$ cat config.mk
export PLATFORM = sky130hd
export DESIGN_NAME = dpg_gpio
export DESIGN_NICKNAME = d
export VERILOG_FILES = /design/src/pkg/dpg_pkg.sv /design/src/hdl/dpg_port.sv /design/src/hdl/dpg_gpio.sv
export SDC_FILE = /design/constraint.sdc
export NUM_CORES = 1
export LEC_CHECK = 0
export ABC_CLOCK_PERIOD_IN_PS = 3900
export BUFFER_PORTS_ARGS = -buffer_cell sky130_fd_sc_hd__buf_2
export CAP_MARGIN = 20
export CELL_PAD_IN_SITES_DETAIL_PLACEMENT = 0
export CELL_PAD_IN_SITES_GLOBAL_PLACEMENT = 1
export CORE_ASPECT_RATIO = 1.4
export CORE_UTILIZATION = 51
export CTS_BUF_LIST = sky130_fd_sc_hd__clkbuf_8
export DETAILED_ROUTE_END_ITERATION = 16
export GPL_TIMING_DRIVEN = 0
export HOLD_SLACK_MARGIN = 0.02
export PLACE_DENSITY_LB_ADDON = 0.1
export SLEW_MARGIN = 20
export SYNTH_ARGS = -nofsm -noshare
export SYNTH_HDL_FRONTEND = slang
export SYNTH_SLANG_ARGS = --single-unit
$ cat constraint.sdc
create_clock -name mclk_i -period 3.9 [get_ports mclk_i]
set_input_delay 1.17 -clock mclk_i [delete_from_list [all_inputs] [get_ports mclk_i]]
set_output_delay 1.17 -clock mclk_i [all_outputs]
set_load 0.05 [all_outputs]
$ cat src/pkg/dpg_pkg.sv
// Package with register map, field positions and reset values for the dual port pin block
// Functional notes
// - Port one bits 0-3 full seven controls
// - Port one 0-3 select: timer clock, outputs, captures
// - Port one 4-7 select: subsystem clock, timer outputs
// - Port two bits 0-4 full seven controls
// - Port two select: aux clock, alt clock, captures
// - Direction register alone enables every pad driver except port two bit 5, which resistor control also disables
// - Alternate signals connect to the 16-bit timer
// - Port two bit 5 selected drives low
// - Resistor control disconnects port two bit 5
// - Port two bits 6-7 padless, output low
// - Padless flags change only by software writes
package dpg_pkg;
    // Register byte offsets, port one then port two
    localparam logic [7:0] DPG_P1_IN = 8'h00;
    localparam logic [7:0] DPG_P1_OUT = 8'h04;
    localparam logic [7:0] DPG_P1_DIR = 8'h08;
    localparam logic [7:0] DPG_P1_IFG = 8'h0C;
    localparam logic [7:0] DPG_P1_IES = 8'h10;
    localparam logic [7:0] DPG_P1_IE = 8'h14;
    localparam logic [7:0] DPG_P1_SEL = 8'h18;
    localparam logic [7:0] DPG_P2_IN = 8'h20;
    localparam logic [7:0] DPG_P2_OUT = 8'h24;
    localparam logic [7:0] DPG_P2_DIR = 8'h28;
    localparam logic [7:0] DPG_P2_IFG = 8'h2C;
    localparam logic [7:0] DPG_P2_IES = 8'h30;
    localparam logic [7:0] DPG_P2_IE = 8'h34;
    localparam logic [7:0] DPG_P2_SEL = 8'h38;
    // Reset value of every control register
    localparam logic [7:0] DPG_RST_VAL = 8'h00;
    // Port two bits that raise flags from pad edges (bits 6 and 7 never do)
    localparam logic [7:0] DPG_P2_PAD_MASK = 8'h3F;
    // Port two bit with the oscillator resistor function
    localparam int DPG_P2_OSC_RESISTOR_PIN_BIT = 5;
    // AXI response codes
    localparam logic [1:0] DPG_RESP_OKAY = 2'h0;
    localparam logic [1:0] DPG_RESP_SLVERR = 2'h2;
endpackage

$ cat src/hdl/dpg_port.sv
// One 8-bit port: control registers, pad mux, input sync and edge flags
`timescale 1ns/100ps
module dpg_port #(
    parameter logic [7:0] EDGE_MASK = 8'hFF
) (
    input wire logic mclk_i,
    input wire logic arst_n_i,
    input wire logic [7:0] wdata_i,
    input wire logic wr_out_i,
    input wire logic wr_dir_i,
    input wire logic wr_ifg_i,
    input wire logic wr_ies_i,
    input wire logic wr_ie_i,
    input wire logic wr_sel_i,
    input wire logic [7:0] pad_in_i,
    input wire logic [7:0] periph_out_i,
    output logic [7:0] in_o,
    output logic [7:0] out_o,
    output logic [7:0] dir_o,
    output logic [7:0] ifg_o,
    output logic [7:0] ies_o,
    output logic [7:0] ie_o,
    output logic [7:0] sel_o,
    output logic [7:0] pad_drive_o,
    output logic [7:0] pad_oe_n_o,
    output logic irq_o
);
    logic [7:0] sync1_reg; // First stage, read only by second stage
    logic [7:0] sync2_reg; // Synchronized pad level
    logic [7:0] prev_reg; // Previous synchronized level for edges
    logic [7:0] rise; // Rising edges
    logic [7:0] fall; // Falling edges
    logic [7:0] edge_hit; // Edge chosen by edge select, per bit
    logic [7:0] ifg_next;
    logic [7:0] drive_next;

    assign rise = sync2_reg & ~prev_reg;
    assign fall = ~sync2_reg & prev_reg;
    // Edge select 0 picks rising, 1 picks falling
    assign edge_hit = ((rise & ~ies_o) | (fall & ies_o)) & EDGE_MASK;
    // Set wins over a software write in the same cycle
    assign ifg_next = (wr_ifg_i ? wdata_i : ifg_o) | edge_hit;
    // Output register or peripheral signal per select bit
    assign drive_next = (sel_o & periph_out_i) | (~sel_o & out_o);

    // Synchronizer and edge history
    always_ff @(posedge mclk_i or negedge arst_n_i) begin
        if (!arst_n_i) begin
            sync1_reg <= dpg_pkg::DPG_RST_VAL;
            sync2_reg <= dpg_pkg::DPG_RST_VAL;
            prev_reg <= dpg_pkg::DPG_RST_VAL;
        end else begin
            sync1_reg <= pad_in_i;
            sync2_reg <= sync1_reg;
            prev_reg <= sync2_reg;
        end
    end

    // Control registers, each loaded by its write strobe
    always_ff @(posedge mclk_i or negedge arst_n_i) begin
        if (!arst_n_i) begin
            out_o <= dpg_pkg::DPG_RST_VAL;
            dir_o <= dpg_pkg::DPG_RST_VAL;
            ies_o <= dpg_pkg::DPG_RST_VAL;
            ie_o <= dpg_pkg::DPG_RST_VAL;
            sel_o <= dpg_pkg::DPG_RST_VAL;
            ifg_o <= dpg_pkg::DPG_RST_VAL;
        end else begin
            if (wr_out_i) out_o <= wdata_i;
            if (wr_dir_i) dir_o <= wdata_i;
            if (wr_ies_i) ies_o <= wdata_i;
            if (wr_ie_i) ie_o <= wdata_i;
            if (wr_sel_i) sel_o <= wdata_i;
            ifg_o <= ifg_next;
        end
    end

    // Pad outputs, input image and interrupt request, all registered
    always_ff @(posedge mclk_i or negedge arst_n_i) begin
        if (!arst_n_i) begin
            pad_drive_o <= dpg_pkg::DPG_RST_VAL;
            pad_oe_n_o <= 8'hFF;
            in_o <= dpg_pkg::DPG_RST_VAL;
            irq_o <= 1'b0;
        end else begin
            pad_drive_o <= drive_next;
            // Direction alone drives the enable, even in peripheral mode
            pad_oe_n_o <= (wr_dir_i ? ~wdata_i : ~dir_o);
            in_o <= sync2_reg;
            irq_o <= |(ifg_next & (wr_ie_i ? wdata_i : ie_o));
        end
    end
endmodule

$ cat src/hdl/dpg_gpio.sv
// Top of the dual port pin block: AXI4-Lite slave, function routing, two ports
`timescale 1ns/100ps
module dpg_gpio (
    input wire logic mclk_i,
    input wire logic arst_n_i,
    // AXI4-Lite slave
    input wire logic [7:0] s_axi_awaddr,
    input wire logic s_axi_awvalid,
    output logic s_axi_awready,
    input wire logic [31:0] s_axi_wdata,
    input wire logic [3:0] s_axi_wstrb,
    input wire logic s_axi_wvalid,
    output logic s_axi_wready,
    output logic [1:0] s_axi_bresp,
    output logic s_axi_bvalid,
    input wire logic s_axi_bready,
    input wire logic [7:0] s_axi_araddr,
    input wire logic s_axi_arvalid,
    output logic s_axi_arready,
    output logic [31:0] s_axi_rdata,
    output logic [1:0] s_axi_rresp,
    output logic s_axi_rvalid,
    input wire logic s_axi_rready,
    // Port one pads
    input wire logic [7:0] port_one_pad_i,
    output logic [7:0] port_one_pad_o,
    output logic [7:0] port_one_pad_oe_n_o,
    // Port two pads, bits 0 to 5 only
    input wire logic [5:0] port_two_pad_i,
    output logic [5:0] port_two_pad_o,
    output logic [5:0] port_two_pad_oe_n_o,
    // Timer and clock module side
    input wire logic timer_output_0_i,
    input wire logic timer_output_1_i,
    input wire logic timer_output_2_i,
    input wire logic subsystem_clock_i,
    input wire logic aux_clock_i,
    input wire logic ext_resistor_select_i,
    output logic timer_ext_clock_in_o,
    output logic timer_alt_clock_in_o,
    output logic capture0_input_a_o,
    output logic capture1_input_a_o,
    output logic capture2_input_a_o,
    output logic capture0_input_b_o,
    output logic capture1_input_b_o,
    output logic port_one_irq_o,
    output logic port_two_irq_o
);
    // Write channel holding registers
    logic aw_held_reg;
    logic w_held_reg;
    logic [7:0] awaddr_reg;
    logic [31:0] wdata_reg;
    logic [3:0] wstrb_reg;
    logic [7:0] araddr_q;
    logic [1:0] rresp_next;
    logic [31:0] rdata_next;
    logic wr_fire; // Both halves present and response slot free
    logic wr_lane0; // Low byte lane enabled
    logic wr_hit; // Write address is mapped
    logic [7:0] wr_data;
    logic rd_fire;
    // Per-register write strobes
    logic w1_out, w1_dir, w1_ifg, w1_ies, w1_ie, w1_sel;
    logic w2_out, w2_dir, w2_ifg, w2_ies, w2_ie, w2_sel;
    // Register views of both ports
    logic [7:0] p1_in, p1_out, p1_dir, p1_ifg, p1_ies, p1_ie, p1_sel;
    logic [7:0] p2_in, p2_out, p2_dir, p2_ifg, p2_ies, p2_ie, p2_sel;
    logic [7:0] p1_periph; // Peripheral output per port one bit
    logic [7:0] p2_periph; // Peripheral output per port two bit
    logic [7:0] p1_drive, p1_oe_n, p2_drive, p2_oe_n;
    logic [7:0] p2_pad_in; // Port two input with padless and cut bits forced
    logic p1_irq, p2_irq;

    // Accept each write half on its own, answer once both are held
    assign wr_fire = aw_held_reg && w_held_reg && !s_axi_bvalid;
    assign wr_lane0 = wstrb_reg[0];
    assign wr_data = wdata_reg[7:0];
    assign wr_hit = (awaddr_reg[1:0] == 2'h0) &&
        ((awaddr_reg >= dpg_pkg::DPG_P1_OUT && awaddr_reg <= dpg_pkg::DPG_P1_SEL) ||
         (awaddr_reg >= dpg_pkg::DPG_P2_OUT && awaddr_reg <= dpg_pkg::DPG_P2_SEL));
    assign w1_out = wr_fire && wr_lane0 && awaddr_reg == dpg_pkg::DPG_P1_OUT;
    assign w1_dir = wr_fire && wr_lane0 && awaddr_reg == dpg_pkg::DPG_P1_DIR;
    assign w1_ifg = wr_fire && wr_lane0 && awaddr_reg == dpg_pkg::DPG_P1_IFG;
    assign w1_ies = wr_fire && wr_lane0 && awaddr_reg == dpg_pkg::DPG_P1_IES;
    assign w1_ie = wr_fire && wr_lane0 && awaddr_reg == dpg_pkg::DPG_P1_IE;
    assign w1_sel = wr_fire && wr_lane0 && awaddr_reg == dpg_pkg::DPG_P1_SEL;
    assign w2_out = wr_fire && wr_lane0 && awaddr_reg == dpg_pkg::DPG_P2_OUT;
    assign w2_dir = wr_fire && wr_lane0 && awaddr_reg == dpg_pkg::DPG_P2_DIR;
    assign w2_ifg = wr_fire && wr_lane0 && awaddr_reg == dpg_pkg::DPG_P2_IFG;
    assign w2_ies = wr_fire && wr_lane0 && awaddr_reg == dpg_pkg::DPG_P2_IES;
    assign w2_ie = wr_fire && wr_lane0 && awaddr_reg == dpg_pkg::DPG_P2_IE;
    assign w2_sel = wr_fire && wr_lane0 && awaddr_reg == dpg_pkg::DPG_P2_SEL;

    // Read decode; the input image is read-only
    assign rd_fire = s_axi_arvalid && !s_axi_rvalid;
    assign araddr_q = s_axi_araddr;
    always_comb begin
        rdata_next = 32'h0000_0000;
        rresp_next = dpg_pkg::DPG_RESP_OKAY;
        case (araddr_q)
            dpg_pkg::DPG_P1_IN: rdata_next[7:0] = p1_in;
            dpg_pkg::DPG_P1_OUT: rdata_next[7:0] = p1_out;
            dpg_pkg::DPG_P1_DIR: rdata_next[7:0] = p1_dir;
            dpg_pkg::DPG_P1_IFG: rdata_next[7:0] = p1_ifg;
            dpg_pkg::DPG_P1_IES: rdata_next[7:0] = p1_ies;
            dpg_pkg::DPG_P1_IE: rdata_next[7:0] = p1_ie;
            dpg_pkg::DPG_P1_SEL: rdata_next[7:0] = p1_sel;
            dpg_pkg::DPG_P2_IN: rdata_next[7:0] = p2_in;
            dpg_pkg::DPG_P2_OUT: rdata_next[7:0] = p2_out;
            dpg_pkg::DPG_P2_DIR: rdata_next[7:0] = p2_dir;
            dpg_pkg::DPG_P2_IFG: rdata_next[7:0] = p2_ifg;
            dpg_pkg::DPG_P2_IES: rdata_next[7:0] = p2_ies;
            dpg_pkg::DPG_P2_IE: rdata_next[7:0] = p2_ie;
            dpg_pkg::DPG_P2_SEL: rdata_next[7:0] = p2_sel;
            default: rresp_next = dpg_pkg::DPG_RESP_SLVERR;
        endcase
    end

    // Peripheral outputs per bit; tied-low functions pull the pad low
    assign p1_periph = {timer_output_2_i, timer_output_1_i, timer_output_0_i,
        subsystem_clock_i, timer_output_2_i, timer_output_1_i, timer_output_0_i,
        1'b0};
    assign p2_periph = {2'b00, 1'b0, timer_output_2_i, timer_output_1_i,
        timer_output_0_i, 1'b0, aux_clock_i};
    // Padless bits see constant low so no edge appears; bit 5 low when cut
    assign p2_pad_in = {2'b00,
        port_two_pad_i[5] & ~ext_resistor_select_i, port_two_pad_i[4:0]};

    // Write channel: hold address and data independently until both arrive
    always_ff @(posedge mclk_i or negedge arst_n_i) begin
        if (!arst_n_i) begin
            aw_held_reg <= 1'b0;
            w_held_reg <= 1'b0;
            awaddr_reg <= 8'h00;
            wdata_reg <= 32'h0000_0000;
            wstrb_reg <= 4'h0;
        end else begin
            if (s_axi_awvalid && s_axi_awready) begin
                aw_held_reg <= 1'b1;
                awaddr_reg <= s_axi_awaddr;
            end else if (wr_fire) begin
                aw_held_reg <= 1'b0;
            end
            if (s_axi_wvalid && s_axi_wready) begin
                w_held_reg <= 1'b1;
                wdata_reg <= s_axi_wdata;
                wstrb_reg <= s_axi_wstrb;
            end else if (wr_fire) begin
                w_held_reg <= 1'b0;
            end
        end
    end

    // Bus handshake outputs, all registered
    always_ff @(posedge mclk_i or negedge arst_n_i) begin
        if (!arst_n_i) begin
            s_axi_awready <= 1'b0;
            s_axi_wready <= 1'b0;
            s_axi_bvalid <= 1'b0;
            s_axi_bresp <= dpg_pkg::DPG_RESP_OKAY;
            s_axi_arready <= 1'b0;
            s_axi_rvalid <= 1'b0;
            s_axi_rdata <= 32'h0000_0000;
            s_axi_rresp <= dpg_pkg::DPG_RESP_OKAY;
        end else begin
            // Ready only while the slot is empty and not just taken
            s_axi_awready <= !aw_held_reg && !(s_axi_awvalid && s_axi_awready);
            s_axi_wready <= !w_held_reg && !(s_axi_wvalid && s_axi_wready);
            if (wr_fire) begin
                s_axi_bvalid <= 1'b1;
                s_axi_bresp <= wr_hit ? dpg_pkg::DPG_RESP_OKAY : dpg_pkg::DPG_RESP_SLVERR;
            end else if (s_axi_bready) begin
                s_axi_bvalid <= 1'b0;
            end
            // Read: arready pulses with the capture, data one cycle later
            s_axi_arready <= rd_fire && !s_axi_arready;
            if (s_axi_arvalid && s_axi_arready) begin
                s_axi_rvalid <= 1'b1;
                s_axi_rdata <= rdata_next;
                s_axi_rresp <= rresp_next;
            end else if (s_axi_rready) begin
                s_axi_rvalid <= 1'b0;
            end
        end
    end

    // Port one: all eight bits have pads and edge flags
    dpg_port #(.EDGE_MASK(8'hFF)) u_port_one (
        .mclk_i(mclk_i), .arst_n_i(arst_n_i), .wdata_i(wr_data),
        .wr_out_i(w1_out), .wr_dir_i(w1_dir), .wr_ifg_i(w1_ifg),
        .wr_ies_i(w1_ies), .wr_ie_i(w1_ie), .wr_sel_i(w1_sel),
        .pad_in_i(port_one_pad_i), .periph_out_i(p1_periph),
        .in_o(p1_in), .out_o(p1_out), .dir_o(p1_dir), .ifg_o(p1_ifg),
        .ies_o(p1_ies), .ie_o(p1_ie), .sel_o(p1_sel),
        .pad_drive_o(p1_drive), .pad_oe_n_o(p1_oe_n), .irq_o(p1_irq)
    );

    // Port two: bits 6 and 7 are masked from edge flags
    dpg_port #(.EDGE_MASK(dpg_pkg::DPG_P2_PAD_MASK)) u_port_two (
        .mclk_i(mclk_i), .arst_n_i(arst_n_i), .wdata_i(wr_data),
        .wr_out_i(w2_out), .wr_dir_i(w2_dir), .wr_ifg_i(w2_ifg),
        .wr_ies_i(w2_ies), .wr_ie_i(w2_ie), .wr_sel_i(w2_sel),
        .pad_in_i(p2_pad_in), .periph_out_i(p2_periph),
        .in_o(p2_in), .out_o(p2_out), .dir_o(p2_dir), .ifg_o(p2_ifg),
        .ies_o(p2_ies), .ie_o(p2_ie), .sel_o(p2_sel),
        .pad_drive_o(p2_drive), .pad_oe_n_o(p2_oe_n), .irq_o(p2_irq)
    );

    // Pad, capture and interrupt outputs, re-registered at the top boundary
    always_ff @(posedge mclk_i or negedge arst_n_i) begin
        if (!arst_n_i) begin
            port_one_pad_o <= 8'h00;
            port_one_pad_oe_n_o <= 8'hFF;
            port_two_pad_o <= 6'h00;
            port_two_pad_oe_n_o <= 6'h3F;
            timer_ext_clock_in_o <= 1'b0;
            timer_alt_clock_in_o <= 1'b0;
            capture0_input_a_o <= 1'b0;
            capture1_input_a_o <= 1'b0;
            capture2_input_a_o <= 1'b0;
            capture0_input_b_o <= 1'b0;
            capture1_input_b_o <= 1'b0;
            port_one_irq_o <= 1'b0;
            port_two_irq_o <= 1'b0;
        end else begin
            port_one_pad_o <= p1_drive;
            port_one_pad_oe_n_o <= p1_oe_n;
            port_two_pad_o <= p2_drive[5:0];
            // Resistor control cuts bit 5 off its pad: no drive at all
            port_two_pad_oe_n_o <= {p2_oe_n[5] | ext_resistor_select_i, p2_oe_n[4:0]};
            // Peripheral inputs follow the synchronized pad while selected
            timer_ext_clock_in_o <= p1_sel[0] & p1_in[0];
            capture0_input_a_o <= p1_sel[1] & p1_in[1];
            capture1_input_a_o <= p1_sel[2] & p1_in[2];
            capture2_input_a_o <= p1_sel[3] & p1_in[3];
            timer_alt_clock_in_o <= p2_sel[1] & p2_in[1];
            capture0_input_b_o <= p2_sel[2] & p2_in[2];
            capture1_input_b_o <= p2_sel[3] & p2_in[3];
            port_one_irq_o <= p1_irq;
            port_two_irq_o <= p2_irq;
        end
    end
endmodule

Yosys cells after proc, flatten, opt, wreduce, memory -nomap -nowiden
Index checks and enable logic that the tools add are counted.
{"block": "totals", "reg_bits": 241, "input_bits": 79, "out_inout_bits": 78}
{"block": "classes", "order_cmp": 4, "eq_ne": 25, "n_mux": 16, "bitwise_logic": 41, "reduce_logical": 42}
{"cell": "$pmux W8 S14", "n": 1}
{"cell": "$eq A8 B6 Y1 const B", "n": 13}
{"cell": "$and A8 B8 Y8", "n": 8}
{"cell": "$eq A8 B5 Y1 const B", "n": 6}
{"cell": "$not A8 Y8", "n": 6}
{"cell": "$mux W8", "n": 5}
{"cell": "$eq A8 B4 Y1 const B", "n": 4}
{"cell": "$and A6 B6 Y6", "n": 5}
{"cell": "$not A6 Y6", "n": 5}
{"cell": "$logic_and A1 B1 Y1", "n": 25}
{"cell": "$or A8 B8 Y8", "n": 3}
{"cell": "$eq A8 B3 Y1 const B", "n": 2}
{"cell": "$reduce_or A8 Y1", "n": 2}
{"cell": "$reduce_or A14 Y1", "n": 1}
{"cell": "$or A6 B6 Y6", "n": 2}
{"cell": "$and A1 B1 Y1", "n": 8}
{"cell": "$ge A8 B3 Y1 const B", "n": 1}
{"cell": "$ge A8 B6 Y1 const B", "n": 1}
{"cell": "$le A8 B5 Y1 const B", "n": 1}
{"cell": "$le A8 B6 Y1 const B", "n": 1}
{"cell": "$logic_not A8 Y1", "n": 1}
{"cell": "$or A8 B6 Y8", "n": 1}
{"cell": "$reduce_bool A2 Y1", "n": 4}
{"cell": "$logic_not A1 Y1", "n": 7}
{"cell": "8 further kinds", "n": 15}

Longest topological paths before layout
{"block": "logic_depth", "depth_word": 8, "mapped_depth": 8, "mapped_depth_nobuf": 5}

Modules after synthesis
From an unflattened synthesis, not the netlist that was laid out.
{"block": "hier_totals", "cells_unflattened": 715, "area_unflattened_um2": 10030.9}
{"module": "dpg_gpio", "instances": 1, "cells_per_inst": 345, "area_each_um2": 3767.4, "seq_area_each_um2": 1794.2}
{"module": "dpg_port at u_port_one", "instances": 1, "cells_per_inst": 188, "area_each_um2": 3179.3, "seq_area_each_um2": 2237.1}
{"module": "dpg_port at u_port_two", "instances": 1, "cells_per_inst": 182, "area_each_um2": 3084.2, "seq_area_each_um2": 2237.1}

Worst setup path after synthesis
OpenSTA, ideal clock, no wires.
{"block": "synth_path", "path_type": "input to register", "from": "input s_axi_araddr[4]", "to": "register s_axi_rdata[2]", "setup_time_ns": 0.089, "arrival_ns": 2.707, "path_slack_ns": 1.104, "stages": 6, "n_path_buf": 1, "path_cell_list": "clkbuf_1 > nor4_1 > nand2_1 > o21ai_0 > a21oi_1 > a32oi_1"}
{"block": "synth_via", "elab_chain_cells": 2, "word_cells_on_any_way": 15, "cone_classes": "eq/ne (13); mux (1); reduce/logical (1)"}
{"item": "from (decl)", "line": "dpg_gpio.sv:17", "source": "input wire logic [7:0] s_axi_araddr,"}
{"item": "$eq A8 B6 Y1 (tied with other cells)", "line": "dpg_gpio.sv:101", "source": "case (araddr_q)"}
{"item": "$pmux W8 S14 *", "line": "dpg_gpio.sv:101"}
{"item": "to (signal assigned)", "line": "dpg_gpio.sv:180", "source": "s_axi_rdata <= rdata_next;"}
{"item": "to (decl)", "line": "dpg_gpio.sv:20", "source": "output logic [31:0] s_axi_rdata,"}
Mark *: on every way between the ends. The rest lies on a longest branch, timed or not.
A chain may end at the register's enable or synchronous reset.

Final worst setup path
{"block": "layout_path", "from": "input s_axi_araddr[4]", "to": "register s_axi_rdata[4]"}
Same word-level chain as after synthesis.

==> flow_metrics.env <==
export IMPL_outcome="finished, final reports clean"
export IMPL_insertedDiodeCount=0
export IMPL_ant_nets=0
export IMPL_hold_buffers=0
export IMPL_crit_fanout=10
export IMPL_fp_dieArea_sq_um=19900
export IMPL_io_pins=157
export IMPL_clk_pin_slew_ps=70
export IMPL_cts_buffer_depth=3
export IMPL_num_rows=59
export IMPL_vias=6924
export IMPL_synth_edf_count=0
export IMPL_synth_avg_cell_area_sq_um=12.8
export IMPL_slew_violations=0
export IMPL_hold_violations=0
export IMPL_die_y_um=167
export IMPL_syn2layout_area_growth_pct=18.4
export IMPL_routed_via_density=5.71
export IMPL_h_tree_depth=2
export IMPL_cts_buffers=37
export IMPL_dr_wl_met3_mm=1.24
export IMPL_drive_gt1_share_pct=33.5
export IMPL_ys_seq_area_share_pct=61.0
export IMPL_setup_violations=0
export IMPL_worstPathArrival_ps=3600
export IMPL_p_leak_uw=0.00557
export IMPL_dr_pass1_iters=5
export IMPL_ys_seq_elements=239
export IMPL_fin_worst_skew_ps=20.1
export IMPL_post_route_drc_count=0
export IMPL_reg2regPathDepth=4
export IMPL_critical_path_class="input pin to flop"
export IMPL_min_period_ps=3180
export IMPL_slew_headroom_pct=30.3
export IMPL_netlist_instances=770
export IMPL_grt_pass1_wl_mm=41.1
export IMPL_cts_setup_buffers=0
export IMPL_gp_congestion=0.982
export IMPL_multi_input_area_sq_um=3510
export IMPL_place_hpwl_mm=19.6
export IMPL_cap_violations=0
export IMPL_cp_required_ps=4320
export IMPL_grt_total_usage_pct=27.9
export IMPL_wl_met2_mm=13.3
export IMPL_critPathCaptureType="flop"
export IMPL_async_flop_share_pct=100
export IMPL_cts_tree="done"
export IMPL_start_util_pct=52.6
export IMPL_clkSinkCount=239
export IMPL_die_w_um=120
export IMPL_coreArea_sq_um=18800
export IMPL_topRoutingLayerUsed="met4"
export IMPL_yosys_warnings=0
export IMPL_clock_latency_ps=530
export IMPL_numPortBuffers=102
export IMPL_cts_root_buf="clkbuf_8"
export IMPL_gr_total_overflow=0
export IMPL_whs_path_depth=0
export IMPL_post_dp_cell_area_sq_um=10900
export IMPL_grt_pass1_vias=6974
export IMPL_final_area_sq_um=11700
export IMPL_ys_flop_type="dfrtp_1"
export IMPL_cts_resized=0
export IMPL_post_route_period_util_pct=81.5
export IMPL_wl_met1_mm=10.9
export IMPL_peakVddDrop_mv=0.425
export IMPL_drt_initial_drc_count=524
export IMPL_wire_per_inst_um=22.1
export IMPL_hold_worst_slack_ps=345
export IMPL_syn_cell_area_sq_um=9860
export IMPL_min_path_type="flop to flop"
export IMPL_powerDensity_nw_per_um2=563
export IMPL_fin_nets=1019
export IMPL_setup_tns_ps=0
export IMPL_startpoint_type="input pin"
export IMPL_fillers=1552
export IMPL_grt_max_degree=107
export IMPL_clock_fmax_mhz=315
export IMPL_finalWirelength_mm=26.7
export IMPL_tightest_slew_ps=1040
export IMPL_grt_antenna_before_repair=0
export IMPL_rsz0062_at_grt="no"
export IMPL_synth_cell_types=60
export IMPL_regArea_sq_um=6020
## metal layers
metal / GRT usage (%) / up-vias
met4: 13.8 / 0
met5: 0 / -
met2: 46.3 / 257
met1: 36.1 / 3494
met3: 3.56 / 70
li1: - / 3103
## cell type report
type	count	share of cell area, %
timing repair buffer	106	5.04
clock buffer	52	6.13
buffer	63	2.96
inverter	32	1.03
sequential	239	51.6
clock inverter	15	0.558
multi-input combinational	461	30.1
tap	244	2.62
## placed cells by master, fill, tap and decap left out, types with 4 or more instances in the layout
cell       instances
dfrtp_1          211
buf_2            105
mux2_2            85
nand2_1           54
clkbuf_8          52
inv_1             42
clkbuf_1          29
dfstp_2           28
buf_4             27
o21ai_0           26
conb_1            26
nor2_1            24
a21oi_1           21
a22oi_1           19
mux2i_1           17
and3b_1           15
mux2_1            15
o211ai_1          12
nand3_1           12
o21ai_1           11
o41ai_1            9
nor2b_1            9
a32oi_1            8
nand4_1            7
and2_1             7
nor3_1             6
a211oi_1           6
mux4_2             6
o22ai_1            6
a2111oi_0          5
buf_1              4
or4_1              4
clkinv_2           4
## per-stage QoR
step	worst slack [ps]	utilization, %	total power, uW	cells
2_1_floorplan	1100	-	3890	795
3_3_place_gp	-2210	57.4	4420	1141
3_5_place_dp	222	58.1	4480	1145
4_1_cts	768	62.2	6610	1212
5_1_grt	632	62.2	6850	1212
6_report	722	62.2	6560	1212
## path summary, 6_finish.rpt
check                                                    start                                to  slack [ps]
setup / recovery                               s_axi_araddr[4]        s_axi_rdata[4]$_DFFE_PN0P_         720
hold / removal             u_port_one.pad_drive_o[1]$_DFF_PN0_       port_one_pad_o[1]$_DFF_PN0_         350
setup reg to reg                     awaddr_reg[1]$_DFFE_PN0P_   u_port_one.dir_o[1]$_DFFE_PN0P_         960
hold reg to reg            u_port_one.pad_drive_o[1]$_DFF_PN0_       port_one_pad_o[1]$_DFF_PN0_         350
max in group asynchronous                             arst_n_i  port_one_pad_oe_n_o[0]$_DFF_PN1_        2070
min in group asynchronous                             arst_n_i   u_port_two.ies_o[2]$_DFFE_PN0P_         580
## report_power, final
group | internal [uW] | total, uW | switching (uW) | leakage (uW)
clock network | 1180 | 2120 | 937 | 0.000443
logic | 401 | 1440 | 1040 | 0.00212
registers | 2790 | 3000 | 213 | 0.00301
total | 4380 | 6560 | 2190 | 0.00557
## Yosys cell counts, drive strengths merged (9+ instances only)
master	n	area (sq um)
inv	32	120
and3b	15	131
o21ai	37	185
a22oi	19	143
o211ai	12	90.1
mux2	101	1140
nor2b	9	56.3
buf	34	236
nor4	9	90.1
dfrtp	211	5280
a21oi	21	105
nor2	24	90.1
mux2i	17	170
o41ai	9	78.8
nand3	12	60.1
dfstp	28	736
clkbuf	29	109
nand2	54	203
## cells by family after synthesis
group	Yosys count	synth area share, %
buffers and inverters	95	4.72
AO/OA/AOI/OAI	142	9.85
multiplexers	124	14.7
AND/OR/NAND/NOR	169	9.70
flip-flops	239	61.0
other	1	0.0380
## worst max-delay path, cell delays in order
cell      delay, ps
buf_2           110
clkbuf_1        560
nor4b_1         850
nand2_1         310
o22ai_1         370
a21oi_1          80
a22oi_1         150
(Power assumes the default switching activity.)
